## config.mk

```make
export PLATFORM = sky130hd
export DESIGN_NAME = osc_switch_control
export DESIGN_NICKNAME = d
export VERILOG_FILES = /design/src/common/osc_pkg.sv /design/src/common/osc_tune_if.sv /design/src/rtl/osc_switch_control.sv /design/src/rtl/osc_tune_select.sv
export SDC_FILE = /design/constraint.sdc
export NUM_CORES = 1
export LEC_CHECK = 0
export ABC_AREA = 1
export ABC_CLOCK_PERIOD_IN_PS = 1900
export BUFFER_PORTS_ARGS = -buffer_cell sky130_fd_sc_hd__buf_4
export CAP_MARGIN = 5
export CORE_MARGIN = 2
export CORE_UTILIZATION = 45
export CTS_CLUSTER_SIZE = 16
export DETAILED_ROUTE_END_ITERATION = 7
export PLACE_DENSITY = 0.73
export SKIP_LAST_GASP = 1
export SLEW_MARGIN = 20
export SYNTH_ARGS = -nofsm -noshare
export SYNTH_HDL_FRONTEND = slang
export SYNTH_HIERARCHICAL = 1
export SYNTH_SLANG_ARGS = --single-unit
export TNS_END_PERCENT = 30
```

## constraint.sdc

```tcl
create_clock -name clk -period 1.9 [get_ports clk]
set_input_delay 0.38 -clock clk [delete_from_list [all_inputs] [get_ports clk]]
set_output_delay 0.38 -clock clk [all_outputs]
set_load 0.03 [all_outputs]
```

## src/common/osc_pkg.sv

```systemverilog
package osc_pkg;
	typedef logic [2:0]      osc_src_t;
	typedef logic [3:0]      osc_tune_t;
	typedef logic [6:0][3:0] osc_steps_t;
	typedef enum logic [1:0]
	{
		OSC_SW_IDLE = 2'b00,
		OSC_SW_WAIT = 2'b01
	} osc_sw_state_e;

	localparam int          ADDR_W        = 8;
	localparam logic [7:0]  OFS_CTRL      = 8'h00;
	localparam logic [7:0]  OFS_TUNE      = 8'h04;
	localparam logic [7:0]  OFS_TUNE2     = 8'h08;
	localparam int          BIT_CUR_LSB   = 12;
	localparam int          BIT_REQ_LSB   = 8;
	localparam int          BIT_FREEZE    = 7;
	localparam int          BIT_LOCK      = 5;
	localparam int          BIT_DITHER    = 4;
	localparam int          BIT_FAIL      = 3;
	localparam int          BIT_TSEQ      = 2;
	localparam int          BIT_SWREQ     = 0;
	localparam logic [15:0] CTRL_MASK     = 16'h77BD;
	localparam osc_src_t    SRC_FRC       = 3'h0;
	localparam osc_src_t    SRC_FRC_PLL   = 3'h1;
	localparam osc_src_t    SRC_PRI       = 3'h2;
	localparam osc_src_t    SRC_PRI_PLL   = 3'h3;
	localparam osc_src_t    SRC_MAX_VALID = 3'h3;
	localparam logic [1:0]  RESP_OKAY     = 2'h0;
	localparam logic [1:0]  RESP_SLVERR   = 2'h2;
	localparam logic [15:0] LFSR_SEED     = 16'hACE1;
	localparam logic [15:0] LFSR_TAPS     = 16'hB400;
	localparam osc_tune_t   TUNE_RESET    = 4'h0;
endpackage : osc_pkg

```

## src/common/osc_tune_if.sv

```systemverilog
`timescale 1ns/1ps
interface osc_tune_if;
	import osc_pkg::*;
	osc_tune_t  baseTune;
	osc_steps_t tuneStep;
	logic       seqEnable;
	logic [2:0] rollSelect;
	osc_tune_t  tuneValue;
	modport ctrl (output baseTune, output tuneStep, output seqEnable, output rollSelect, input tuneValue);
	modport sel (input baseTune, input tuneStep, input seqEnable, input rollSelect, output tuneValue);
endinterface : osc_tune_if

```

## src/rtl/osc_switch_control.sv

```systemverilog
// The register offsets and the AXI4-Lite slave port were decided locally.
`timescale 1ns/1ps
// Notes on behaviour
// - Current source read-only; codes 100-111 reserved.
// - Reset forces current source to fast RC.
// - Completed switch copies requested into current.
// - Fail-safe event forces current source to fast RC.
// - Requested source writable, reset from configuration.
// - Freeze plus monitor config bit locks requested source and switch request.
// - Freeze bit cleared only by reset.
// - PLL lock cleared on start, loss; set on lock.
// - PLL lock reads zero without PLL source.
// - Dither enable resets zero, enables pseudo-random dither.
// - Fail flag set by monitor, software clears it.
// - Valid switch start clears the fail flag.
// - Sequencer on: roll selects base or step.
// - Sequencer off: base tune field only.
// - Writing switch request starts switch to requested.
// - Switch request cleared on reset, done, redundant, fail.
// - Bits 15, 11, 6, 1 read zero.
// - Configuration bits pick source after reset.
module osc_switch_control (
	input  wire logic                 clk,
	input  wire logic                 reset,
	input  wire logic [7:0]           s_axi_awaddr,
	input  wire logic                 s_axi_awvalid,
	output logic                      s_axi_awready,
	input  wire logic [31:0]          s_axi_wdata,
	input  wire logic [3:0]           s_axi_wstrb,
	input  wire logic                 s_axi_wvalid,
	output logic                      s_axi_wready,
	output logic [1:0]                s_axi_bresp,
	output logic                      s_axi_bvalid,
	input  wire logic                 s_axi_bready,
	input  wire logic [7:0]           s_axi_araddr,
	input  wire logic                 s_axi_arvalid,
	output logic                      s_axi_arready,
	output logic [31:0]               s_axi_rdata,
	output logic [1:0]                s_axi_rresp,
	output logic                      s_axi_rvalid,
	input  wire logic                 s_axi_rready,
	input  wire osc_pkg::osc_src_t    cfgInitialSource,
	input  wire logic                 switchMonitorCfgBit1,
	input  wire logic                 pllLockedPin,
	input  wire logic                 failDetectPin,
	input  wire logic                 switchComplete,
	input  wire logic [2:0]           pwmRollSelect,
	output logic                      switchStart,
	output osc_pkg::osc_src_t         currentSourceGroup,
	output osc_pkg::osc_src_t         requestedSourceGroup,
	output logic                      clockSettingsLocked,
	output logic                      ditherEnable,
	output logic                      ditherBit,
	output osc_pkg::osc_tune_t        rcTuneValue
);
	import osc_pkg::*;

	////////////////////////////////////////////////////////////////////////////////
	// Bus slave state.

	logic        awHeld;
	logic [7:0]  awAddr;
	logic        wHeld;
	logic [15:0] wData;
	logic [1:0]  wStrb;
	logic        bValid;
	logic [1:0]  bResp;
	logic        rValid;
	logic [31:0] rData;
	logic [1:0]  rResp;
	logic        next_awHeld;
	logic [7:0]  next_awAddr;
	logic        next_wHeld;
	logic [15:0] next_wData;
	logic [1:0]  next_wStrb;
	logic        next_bValid;
	logic [1:0]  next_bResp;
	logic        next_rValid;
	logic [31:0] next_rData;
	logic [1:0]  next_rResp;

	////////////////////////////////////////////////////////////////////////////////
	// Control state.

	osc_sw_state_e state;
	osc_sw_state_e next_state;
	osc_src_t      currentSource;
	osc_src_t      next_current;
	osc_src_t      requestedSource;
	osc_src_t      next_requested;
	logic          switchRequest;
	logic          next_swReq;
	logic          bootPending;
	logic          next_boot;
	logic          clockFreeze;
	logic          next_freeze;
	logic          lockStatus;
	logic          next_lock;
	logic          clockFail;
	logic          next_fail;
	logic          tuneSeqEnable;
	logic          next_tseq;
	logic          ditherOn;
	logic          next_dither;
	osc_tune_t     baseTune;
	osc_tune_t     next_base;
	osc_steps_t    tuneStep;
	osc_steps_t    next_steps;
	logic [15:0]   lfsr;
	logic [15:0]   next_lfsr;
	logic          pllMeta;
	logic          pllSync;
	logic          pllSyncD;
	logic          failMeta;
	logic          failSync;
	logic          failSyncD;
	logic          pllRise;
	logic          failRise;
	logic          frozen;
	logic          doWrite;
	logic          wrCtrl;
	logic          wrTune;
	logic          wrTune2;
	logic [15:0]   ctrlRead;

	osc_tune_if tuneBus ();

	////////////////////////////////////////////////////////////////////////////////
	// AXI4-Lite slave: one write and one read in flight, address and data in either order.

	assign s_axi_awready = !awHeld && !bValid;
	assign s_axi_wready  = !wHeld && !bValid;
	assign s_axi_arready = !rValid;
	assign s_axi_bvalid  = bValid;
	assign s_axi_bresp   = bResp;
	assign s_axi_rvalid  = rValid;
	assign s_axi_rdata   = rData;
	assign s_axi_rresp   = rResp;

	assign doWrite = awHeld && wHeld && !bValid;
	assign wrCtrl  = doWrite && awAddr[7:2] == OFS_CTRL[7:2];
	assign wrTune  = doWrite && awAddr[7:2] == OFS_TUNE[7:2];
	assign wrTune2 = doWrite && awAddr[7:2] == OFS_TUNE2[7:2];

	assign ctrlRead = {1'b0, currentSource, 1'b0, requestedSource, clockFreeze, 1'b0,
		lockStatus & currentSource[0], ditherOn, clockFail, tuneSeqEnable, 1'b0, switchRequest};

	always_comb
	begin
		next_awHeld = awHeld;
		next_awAddr = awAddr;
		next_wHeld  = wHeld;
		next_wData  = wData;
		next_wStrb  = wStrb;
		next_bValid = bValid;
		next_bResp  = bResp;
		next_rValid = rValid;
		next_rData  = rData;
		next_rResp  = rResp;
		if (s_axi_awvalid && s_axi_awready)
		begin
			next_awHeld = 1'b1;
			next_awAddr = s_axi_awaddr;
		end
		if (s_axi_wvalid && s_axi_wready)
		begin
			next_wHeld = 1'b1;
			next_wData = s_axi_wdata[15:0];
			next_wStrb = s_axi_wstrb[1:0];
		end
		if (doWrite)
		begin
			next_awHeld = 1'b0;
			next_wHeld  = 1'b0;
			next_bValid = 1'b1;
			next_bResp  = (wrCtrl || wrTune || wrTune2) ? RESP_OKAY : RESP_SLVERR;
		end
		if (bValid && s_axi_bready)
			next_bValid = 1'b0;
		if (rValid && s_axi_rready)
			next_rValid = 1'b0;
		if (s_axi_arvalid && s_axi_arready)
		begin
			next_rValid = 1'b1;
			next_rResp  = RESP_OKAY;
			case (s_axi_araddr[7:2])
				OFS_CTRL[7:2]:  next_rData = {16'h0000, ctrlRead & CTRL_MASK};
				OFS_TUNE[7:2]:  next_rData = {16'h0000, tuneStep[2], tuneStep[1], tuneStep[0], baseTune};
				OFS_TUNE2[7:2]: next_rData = {16'h0000, tuneStep[6], tuneStep[5], tuneStep[4], tuneStep[3]};
				default:
				begin
					next_rData = 32'h00000000;
					next_rResp = RESP_SLVERR;
				end
			endcase
		end
	end

	always_ff @(posedge clk)
	begin
		if (reset)
		begin
			awHeld <= 1'b0;
			awAddr <= 8'h00;
			wHeld  <= 1'b0;
			wData  <= 16'h0000;
			wStrb  <= 2'h0;
			bValid <= 1'b0;
			bResp  <= RESP_OKAY;
			rValid <= 1'b0;
			rData  <= 32'h00000000;
			rResp  <= RESP_OKAY;
		end
		else
		begin
			awHeld <= next_awHeld;
			awAddr <= next_awAddr;
			wHeld  <= next_wHeld;
			wData  <= next_wData;
			wStrb  <= next_wStrb;
			bValid <= next_bValid;
			bResp  <= next_bResp;
			rValid <= next_rValid;
			rData  <= next_rData;
			rResp  <= next_rResp;
		end
	end

	////////////////////////////////////////////////////////////////////////////////
	// Oscillator control. Later assignments win, so a fail event overrides a clear and a start's next state; switchStart and the lock clear still take effect.

	assign pllRise  = pllSync && !pllSyncD;
	assign failRise = failSync && !failSyncD;
	assign frozen   = clockFreeze && switchMonitorCfgBit1;

	always_comb
	begin
		next_state     = state;
		next_current   = currentSource;
		next_requested = requestedSource;
		next_swReq     = switchRequest;
		next_boot      = bootPending;
		next_freeze    = clockFreeze;
		next_lock      = lockStatus;
		next_fail      = clockFail;
		next_tseq      = tuneSeqEnable;
		next_dither    = ditherOn;
		next_base      = baseTune;
		next_steps     = tuneStep;
		switchStart    = 1'b0;
		if (wrCtrl && wStrb[1] && !frozen)
			next_requested = wData[BIT_REQ_LSB +: 3];
		if (wrCtrl && wStrb[0])
		begin
			if (wData[BIT_FREEZE])
				next_freeze = 1'b1;
			next_dither = wData[BIT_DITHER];
			next_tseq   = wData[BIT_TSEQ];
			if (!wData[BIT_FAIL])
				next_fail = 1'b0;
			if (wData[BIT_SWREQ] && !frozen)
				next_swReq = 1'b1;
		end
		if (wrTune && wStrb[0])
			{next_steps[0], next_base} = wData[7:0];
		if (wrTune && wStrb[1])
			{next_steps[2], next_steps[1]} = wData[15:8];
		if (wrTune2 && wStrb[0])
			{next_steps[4], next_steps[3]} = wData[7:0];
		if (wrTune2 && wStrb[1])
			{next_steps[6], next_steps[5]} = wData[15:8];
		if (!pllSync)
			next_lock = 1'b0;
		else if (pllRise)
			next_lock = 1'b1;
		case (state)
			OSC_SW_IDLE:
			begin
				if ((switchRequest || bootPending) && !reset)
				begin
					next_boot = 1'b0;
					if (requestedSource == currentSource || requestedSource > SRC_MAX_VALID)
					begin
						next_swReq = 1'b0;
					end
					else
					begin
						switchStart = 1'b1;
						next_state  = OSC_SW_WAIT;
						next_lock   = 1'b0;
						next_fail   = 1'b0;
					end
				end
			end
			OSC_SW_WAIT:
			begin
				if (switchComplete)
				begin
					next_current = requestedSource;
					next_swReq   = 1'b0;
					next_state   = OSC_SW_IDLE;
				end
			end
			default:
			begin
				next_state = OSC_SW_IDLE;
			end
		endcase
		if (failRise)
		begin
			next_current = SRC_FRC;
			next_fail    = 1'b1;
			next_swReq   = 1'b0;
			next_boot    = 1'b0;
			next_state   = OSC_SW_IDLE;
		end
	end

	// Dither source: a Galois LFSR that advances only while dithering is on.
	always_comb
	begin
		next_lfsr = lfsr;
		if (ditherOn)
			next_lfsr = {1'b0, lfsr[15:1]} ^ (lfsr[0] ? LFSR_TAPS : 16'h0000);
	end

	// The requested field is loaded from the configuration straps on reset; the first
	// switch after reset then moves the clock to that source.
	always_ff @(posedge clk)
	begin
		if (reset)
		begin
			state           <= OSC_SW_IDLE;
			currentSource   <= SRC_FRC;
			requestedSource <= cfgInitialSource;
			switchRequest   <= 1'b0;
			bootPending     <= 1'b1;
			clockFreeze     <= 1'b0;
			lockStatus      <= 1'b0;
			clockFail       <= 1'b0;
			tuneSeqEnable   <= 1'b0;
			ditherOn        <= 1'b0;
			baseTune        <= TUNE_RESET;
			tuneStep        <= '0;
			lfsr            <= LFSR_SEED;
			pllMeta         <= 1'b0;
			pllSync         <= 1'b0;
			pllSyncD        <= 1'b0;
			failMeta        <= 1'b0;
			failSync        <= 1'b0;
			failSyncD       <= 1'b0;
		end
		else
		begin
			state           <= next_state;
			currentSource   <= next_current;
			requestedSource <= next_requested;
			switchRequest   <= next_swReq;
			bootPending     <= next_boot;
			clockFreeze     <= next_freeze;
			lockStatus      <= next_lock;
			clockFail       <= next_fail;
			tuneSeqEnable   <= next_tseq;
			ditherOn        <= next_dither;
			baseTune        <= next_base;
			tuneStep        <= next_steps;
			lfsr            <= next_lfsr;
			pllMeta         <= pllLockedPin;
			pllSync         <= pllMeta;
			pllSyncD        <= pllSync;
			failMeta        <= failDetectPin;
			failSync        <= failMeta;
			failSyncD       <= failSync;
		end
	end

	assign currentSourceGroup   = currentSource;
	assign requestedSourceGroup = requestedSource;
	assign clockSettingsLocked  = frozen;
	assign ditherEnable         = ditherOn;
	assign ditherBit            = lfsr[0];

	////////////////////////////////////////////////////////////////////////////////
	// Tune selection.

	assign tuneBus.baseTune   = baseTune;
	assign tuneBus.tuneStep   = tuneStep;
	assign tuneBus.seqEnable  = tuneSeqEnable;
	assign tuneBus.rollSelect = pwmRollSelect;
	assign rcTuneValue        = tuneBus.tuneValue;

	osc_tune_select u_tune (
		.clk   (clk),
		.reset (reset),
		.tune  (tuneBus.sel)
	);
endmodule : osc_switch_control

```

## src/rtl/osc_tune_select.sv

```systemverilog
`timescale 1ns/1ps
module osc_tune_select (
	input wire logic clk,
	input wire logic reset,
	osc_tune_if.sel  tune
);
	import osc_pkg::*;

	osc_tune_t tuneValue;
	osc_tune_t next_tuneValue;

	always_comb
	begin
		next_tuneValue = tune.baseTune;
		if (tune.seqEnable && tune.rollSelect != 3'h0)
		begin
			next_tuneValue = tune.tuneStep[3'(tune.rollSelect - 3'h1)];
		end
	end

	always_ff @(posedge clk)
	begin
		if (reset)
			tuneValue <= TUNE_RESET;
		else
			tuneValue <= next_tuneValue;
	end

	assign tune.tuneValue = tuneValue;
endmodule : osc_tune_select

```

After elaboration in Yosys (flattened, before gate mapping)
Cells that the tools add are included.
{"block": "classes", "addsub": 1, "order_cmp": 2, "n_eq_ne": 9, "muxes": 38, "n_bitwise": 2, "reduce_logical": 53}
{"op": "one-hot mux 16 bit (3 select lines)", "count": 1}
{"op": "logical AND 1 bit", "count": 25}
{"op": "two-way mux 1 bit", "count": 24}
{"op": "two-way mux 16 bit", "count": 1}
{"op": "bitwise XOR 15 x 16 -> 16 bit", "count": 1}
{"op": "binary-select mux 4 bit (select 3 bit)", "count": 1}
{"op": "== test 6 x 1 -> 1 bit (second input constant)", "count": 2}
{"op": "== test 6 x 2 -> 1 bit (second input constant)", "count": 2}
{"op": "logical NOT 6 bit", "count": 2}
{"op": "two-way mux 2 bit", "count": 5}
{"op": "logical NOT 1 bit", "count": 8}
{"op": "two-way mux 4 bit", "count": 2}
{"op": "nonzero test 2 bit", "count": 4}
{"op": "two-way mux 3 bit", "count": 2}
{"op": "!= test 2 bit (second input constant)", "count": 3}
{"op": "AND reduction 2 bit", "count": 3}
{"op": "OR reduction 2 bit", "count": 3}
{"op": "logical OR 1 bit", "count": 4}
{"op": "< comparator 3 x 4 -> 1 bit (second input constant)", "count": 1}
{"op": "one-hot mux 2 bit (2 select lines)", "count": 1}
{"op": "== test 3 bit", "count": 1}
{"op": "greater-than comparator 3 x 2 -> 1 bit (second input constant)", "count": 1}
{"op": "AND reduction 3 bit", "count": 1}
{"op": "nonzero test 3 bit", "count": 1}
{"op": "other kinds (6)", "count": 6}
{"block": "totals", "regBits": 139, "in_bits": 69, "out_inout_bits": 55, "elab_cells": 141}

Longest topological paths before layout
{"block": "depth", "depth_word": 9, "ltp_mapped": 10, "mapped_depth_nobuf": 8}

Hierarchy
Netlist, hierarchy kept.
{"module": "osc_switch_control", "n_inst": 1, "cells_each": 655, "area_each_um2": 4789.6, "seq_area_each_um2": 2312.2}
{"module": "osc_tune_select", "n_inst": 1, "cells_each": 98, "area_each_um2": 528.0, "seq_area_each_um2": 80.1}

Worst setup path after synthesis
OpenSTA, ideal clock, no wires.
{"block": "synth_path", "path_type": "register to output", "startpoint": "register requestedSource[1], in the netlist requestedSourceGroup[1]", "endpoint": "output switchStart", "arrival_ns": 1.313, "required_time_ns": 1.520, "setup_slack_ns": 0.207, "stages_incl_launch_ff": 5, "n_path_buf": 0, "path_cell_list": "edfxtp_1 > or2_2 > nand3_1 > nand3_1 > inv_1"}
{"block": "synth_via", "elab_chain_cells": 5, "elab_cells_between_ends": 6, "cone_classes": "1 x order compare; 1 x eq/ne; 3 x mux; 1 x reduce/logical"}
{"element": "from (decl)", "line": "osc_switch_control.sv:89", "rtl": "osc_src_t requestedSource;"}
{"element": "from (signal assigned)", "line": "osc_switch_control.sv:335", "rtl": "requestedSource <= cfgInitialSource;"}
{"element": "from (signal assigned)", "line": "osc_switch_control.sv:357", "rtl": "requestedSource <= next_requested;"}
{"element": "greater-than comparator 3 x 2 -> 1 bit or == test 3 bit (tied branches)", "line": "osc_switch_control.sv:282", "rtl": "if (requestedSource == currentSource || requestedSource > SRC_MAX_VALID)"}
{"element": "logical OR 1 bit (*)", "line": "osc_switch_control.sv:282"}
{"element": "two-way mux 1 bit (*)", "line": "osc_switch_control.sv:282"}
{"element": "two-way mux 1 bit (*)", "line": "osc_switch_control.sv:279", "rtl": "if ((switchRequest || bootPending) && !reset)"}
{"element": "two-way mux 1 bit (*)", "line": "osc_switch_control.sv:276", "rtl": "case (state)"}
{"element": "to (decl)", "line": "osc_switch_control.sv:48", "rtl": "output logic switchStart,"}
Every way passes the cells marked *; elsewhere a longest branch is shown, timed or not.

Worst setup path after layout
Ends and elaborated chain as after synthesis.

==> qor.yml <==
global_routing:
  grt_pass1_wl_mm: 21.9
  grt_overflow: 0
  first_global_vias: 4530
  grt_antenna_before_repair: 0
  grt_util_all_layers: 0.216
  grt_start_max_net_pins: 66
timing:
  slew_violations: 0
  post-route-period-util: 0.962
  final_number_of_setup_violating_endpoints: 0
  max_clock_freq_ghz: 0.547
  clock_skew_ns: 0.00567
  relSlewSlack: 0.660
  timing.final.hold_violations: 0
  worst_pin_slew_ns: 0.506
  totalNegativeSetupSlack_ns: 0
  fin_worst_hold_slack_ns: 0.172
  grt_setup_unrepaired: "yes"
  post-route-worst-setup-slack_ns: 0.0713
  finalWorstPathRequiredPeriod_ns: 1.83
floorplan:
  rows: 39
  number_of_top_level_design_ports: 124
  fp.dieArea_sq_um: 12700
  die_width_microns: 113
  design.core.area_sq_um: 11500
  die_y_microns: 113
  initial_utilization: 0.464
worst_setup_path:
  worst-endpoint-arrival_ns: 1.45
  setup.worst_path.start_class: "flop"
  timing.critical_path.to_type: "primary output"
  timing.critical_path.required_ns: 1.52
  path_class: "flop to primary output"
  reg2regPathDepth: 6
  worst-path-max-fanout: 3
run_status:
  status: "finished clean"
yosys:
  yosys-top-cells-area: "sky130_fd_sc_hd__dfxtp_1, sky130_fd_sc_hd__nand2_1, sky130_fd_sc_hd__nor2_1, sky130_fd_sc_hd__o21ai_0, sky130_fd_sc_hd__inv_1"
  syn_area_sq_um: 5320
  synth-edff-count: 3
  synth_largest_area_cell: "sky130_fd_sc_hd__dfxtp_1"
  postSynthRegisterBits: 118
  yosys_warnings: 6
  ys_dominant_reg_cell: "sky130_fd_sc_hd__dfxtp_1"
  synth_common_cells: "sky130_fd_sc_hd__nand2_1, sky130_fd_sc_hd__nor2_1, sky130_fd_sc_hd__dfxtp_1"
  async_set_reset_flop_share_out_of_synthesis: 0
  synth.distinct_cells: 34
  post-synth-top-count-cell: "sky130_fd_sc_hd__nand2_1"
  post_synth.cell_area_avg_sq_um: 7.06
  synth_top_area_frac: 0.433
  syn_inst: 753
  seq_area_frac_synth: 0.450
drt:
  route.detailed.wl_per_inst_microns: 13.5
  finalWirelength_mm: 13.4
  detailroute.via_count: 4885
  via_per_inst: 4.93
  drc: 0
  ant_nets: 0
  detail_route.first_pass.iterations: 6
  drt_iter0_markers: 318
placement:
  io_buffers: 83
  placement.cell_area_sq_um: 5970
  place.gp.congestion: 0.935
  dp_slack_ns: 0.146
  detailed_place_hpwl_mm: 9.47
power_and_ir_drop:
  pleak_nw: 2.99
  cell_internal_pwr_mw: 5.03
  power_density_normalized_to_cell_area_nw_per_um2: 987
  peakVddDrop_mv: 0.624
  switching_power_mw: 1.55
  power.switching_fraction: 0.236
  p_comb_frac: 0.092
  share_seq_of_total_power: 0.402
  share_clk_of_total_power: 0.506
clock_network:
  worst_setup_hold_path_clk_slew_ns: 0.05
  cts.sink_count: 118
  cts_tree: "done"
  clk_latency_ns: 0.41
  number_of_buffers_inserted_during_clock_tree_synthesis: 17
  clock_tree.root_cell: "sky130_fd_sc_hd__clkbuf_16"
  cts_hold_buffers: 0
  htree_num_levels: 4
  ctsLongestPathBuffers: 2
final_layout:
  antenna_cells_inserted: 0
  multiInputGateArea_sq_um: 2370
  final_instance_area_sq_um: 6670
  drive_above_1_share: 0.185
  seq_area_sq_um: 2390
  layout.filler_cells: 1120
  layout.nets: 906
  synthToLayoutAreaGrowth_pct: 25.3
  final_core_utilization: 0.581
hold_path:
  tightest_hold_check_type: "primary input to flop"
  worstHoldPathCells: 3
flow_run:
  cap_violations: 0
==> flip-flops by register name, summed over array words and instances, names as in the netlist, 2 cells and up <==
register / count
currentSourceGroup: 3
tuneBus.tuneStep: 28
lfsr: 16
requestedSourceGroup: 3
awAddr: 6
wData: 16
u_tune/tune.tuneValue: 4
s_axi_rdata: 16
wStrb: 2
baseTune: 4
==> final cells by class <==
class | instances | share of cell area
Inverter | 82 | 0.0469
Timing Repair Buffer | 101 | 0.119
Tap cell | 143 | 0.0268
Clock buffer | 25 | 0.0758
Sequential cell | 118 | 0.359
Clock inverter | 7 | 0.0176
Multi-Input combinational cell | 515 | 0.355
==> layout by cell type (no fill, tap or decap), types with 2 or more instances in the layout <==
| master | count |
|---|---|
| sky130_fd_sc_hd__nand2_1 | 150 |
| sky130_fd_sc_hd__nor2_1 | 133 |
| sky130_fd_sc_hd__dfxtp_1 | 114 |
| sky130_fd_sc_hd__buf_4 | 97 |
| sky130_fd_sc_hd__inv_1 | 76 |
| sky130_fd_sc_hd__o21ai_0 | 69 |
| sky130_fd_sc_hd__a21oi_1 | 51 |
| sky130_fd_sc_hd__nand4_1 | 32 |
| sky130_fd_sc_hd__nand3_1 | 28 |
| sky130_fd_sc_hd__conb_1 | 18 |
| sky130_fd_sc_hd__clkbuf_16 | 17 |
| sky130_fd_sc_hd__nand3_2 | 6 |
| sky130_fd_sc_hd__nor2_2 | 5 |
| sky130_fd_sc_hd__nand2_2 | 5 |
| sky130_fd_sc_hd__clkbuf_8 | 5 |
| sky130_fd_sc_hd__o21ai_1 | 4 |
| sky130_fd_sc_hd__clkinv_1 | 3 |
| sky130_fd_sc_hd__clkbuf_1 | 3 |
| sky130_fd_sc_hd__clkinvlp_4 | 3 |
| sky130_fd_sc_hd__bufinv_16 | 3 |
| sky130_fd_sc_hd__edfxtp_1 | 3 |
| sky130_fd_sc_hd__inv_2 | 2 |
| sky130_fd_sc_hd__o211ai_1 | 2 |
| sky130_fd_sc_hd__buf_6 | 2 |
| sky130_fd_sc_hd__buf_12 | 2 |
| sky130_fd_sc_hd__ha_1 | 2 |
==> worst max-delay path, cell delays in order (launching register included) <==
cell and delay, ns:
sky130_fd_sc_hd__edfxtp_1 0.42, sky130_fd_sc_hd__buf_6 0.15, sky130_fd_sc_hd__a21oi_4 0.11, sky130_fd_sc_hd__nand3_2 0.10
sky130_fd_sc_hd__nand3_2 0.09, sky130_fd_sc_hd__inv_2 0.04, sky130_fd_sc_hd__buf_6 0.12
==> repair_timing <==
action                     in CTS  in global routing
buffers inserted                1                  4
pin swaps                       0                  2
setup endpoints to repair       1                  1
resized for setup               4                  6
==> through the flow <==
step                power, mW  cells
floorplan                3.10    770
global route             6.82    991
global placement         3.27    954
CTS                      6.60    987
finish                   6.58    991
detailed placement       3.28    954
==> path summary, 6_finish.rpt <==
kind	from	endpoint	slack, ns
worst min register to register	pllMeta$_SDFF_PP0_	pllSync$_SDFF_PP0_	0.40
worst min-delay path	pllLockedPin	pllMeta$_SDFF_PP0_	0.17
worst max-delay path	requestedSourceGroup[1]$_DFFE_PP_	switchStart	0.07
worst max register to register	s_axi_bvalid$_SDFFE_PP0P_	ditherEnable$_SDFFE_PP0N_	0.22
==> cell families after synthesis <==
| logic type | Yosys count | synth area share |
|---|---|---|
| and+or+nand+nor | 364 | 0.295 |
| buffers and inverters | 137 | 0.123 |
| AOI/OAI and AO/OA | 130 | 0.125 |
| DFF | 118 | 0.450 |
| adders and majority gates | 2 | 0.00471 |
| xor gates and xnor gates | 1 | 0.00165 |
| other | 1 | 0.000705 |
==> layer usage <==
metal	wire length, microns	track usage
met4	381	0.0870
met2	6270	0.345
met3	819	0.0541
met5	0	0
met1	5960	0.282
==> power groups by stage <==
stage,combinational (mW),sequential [mW],clock (mW)
floorplan,0.410,2.69,0
global placement,0.577,2.69,0
detailed placement,0.584,2.70,0
CTS,0.594,2.64,3.36
global route,0.678,2.65,3.48
finish,0.608,2.64,3.33
(Power assumes the default switching activity.)
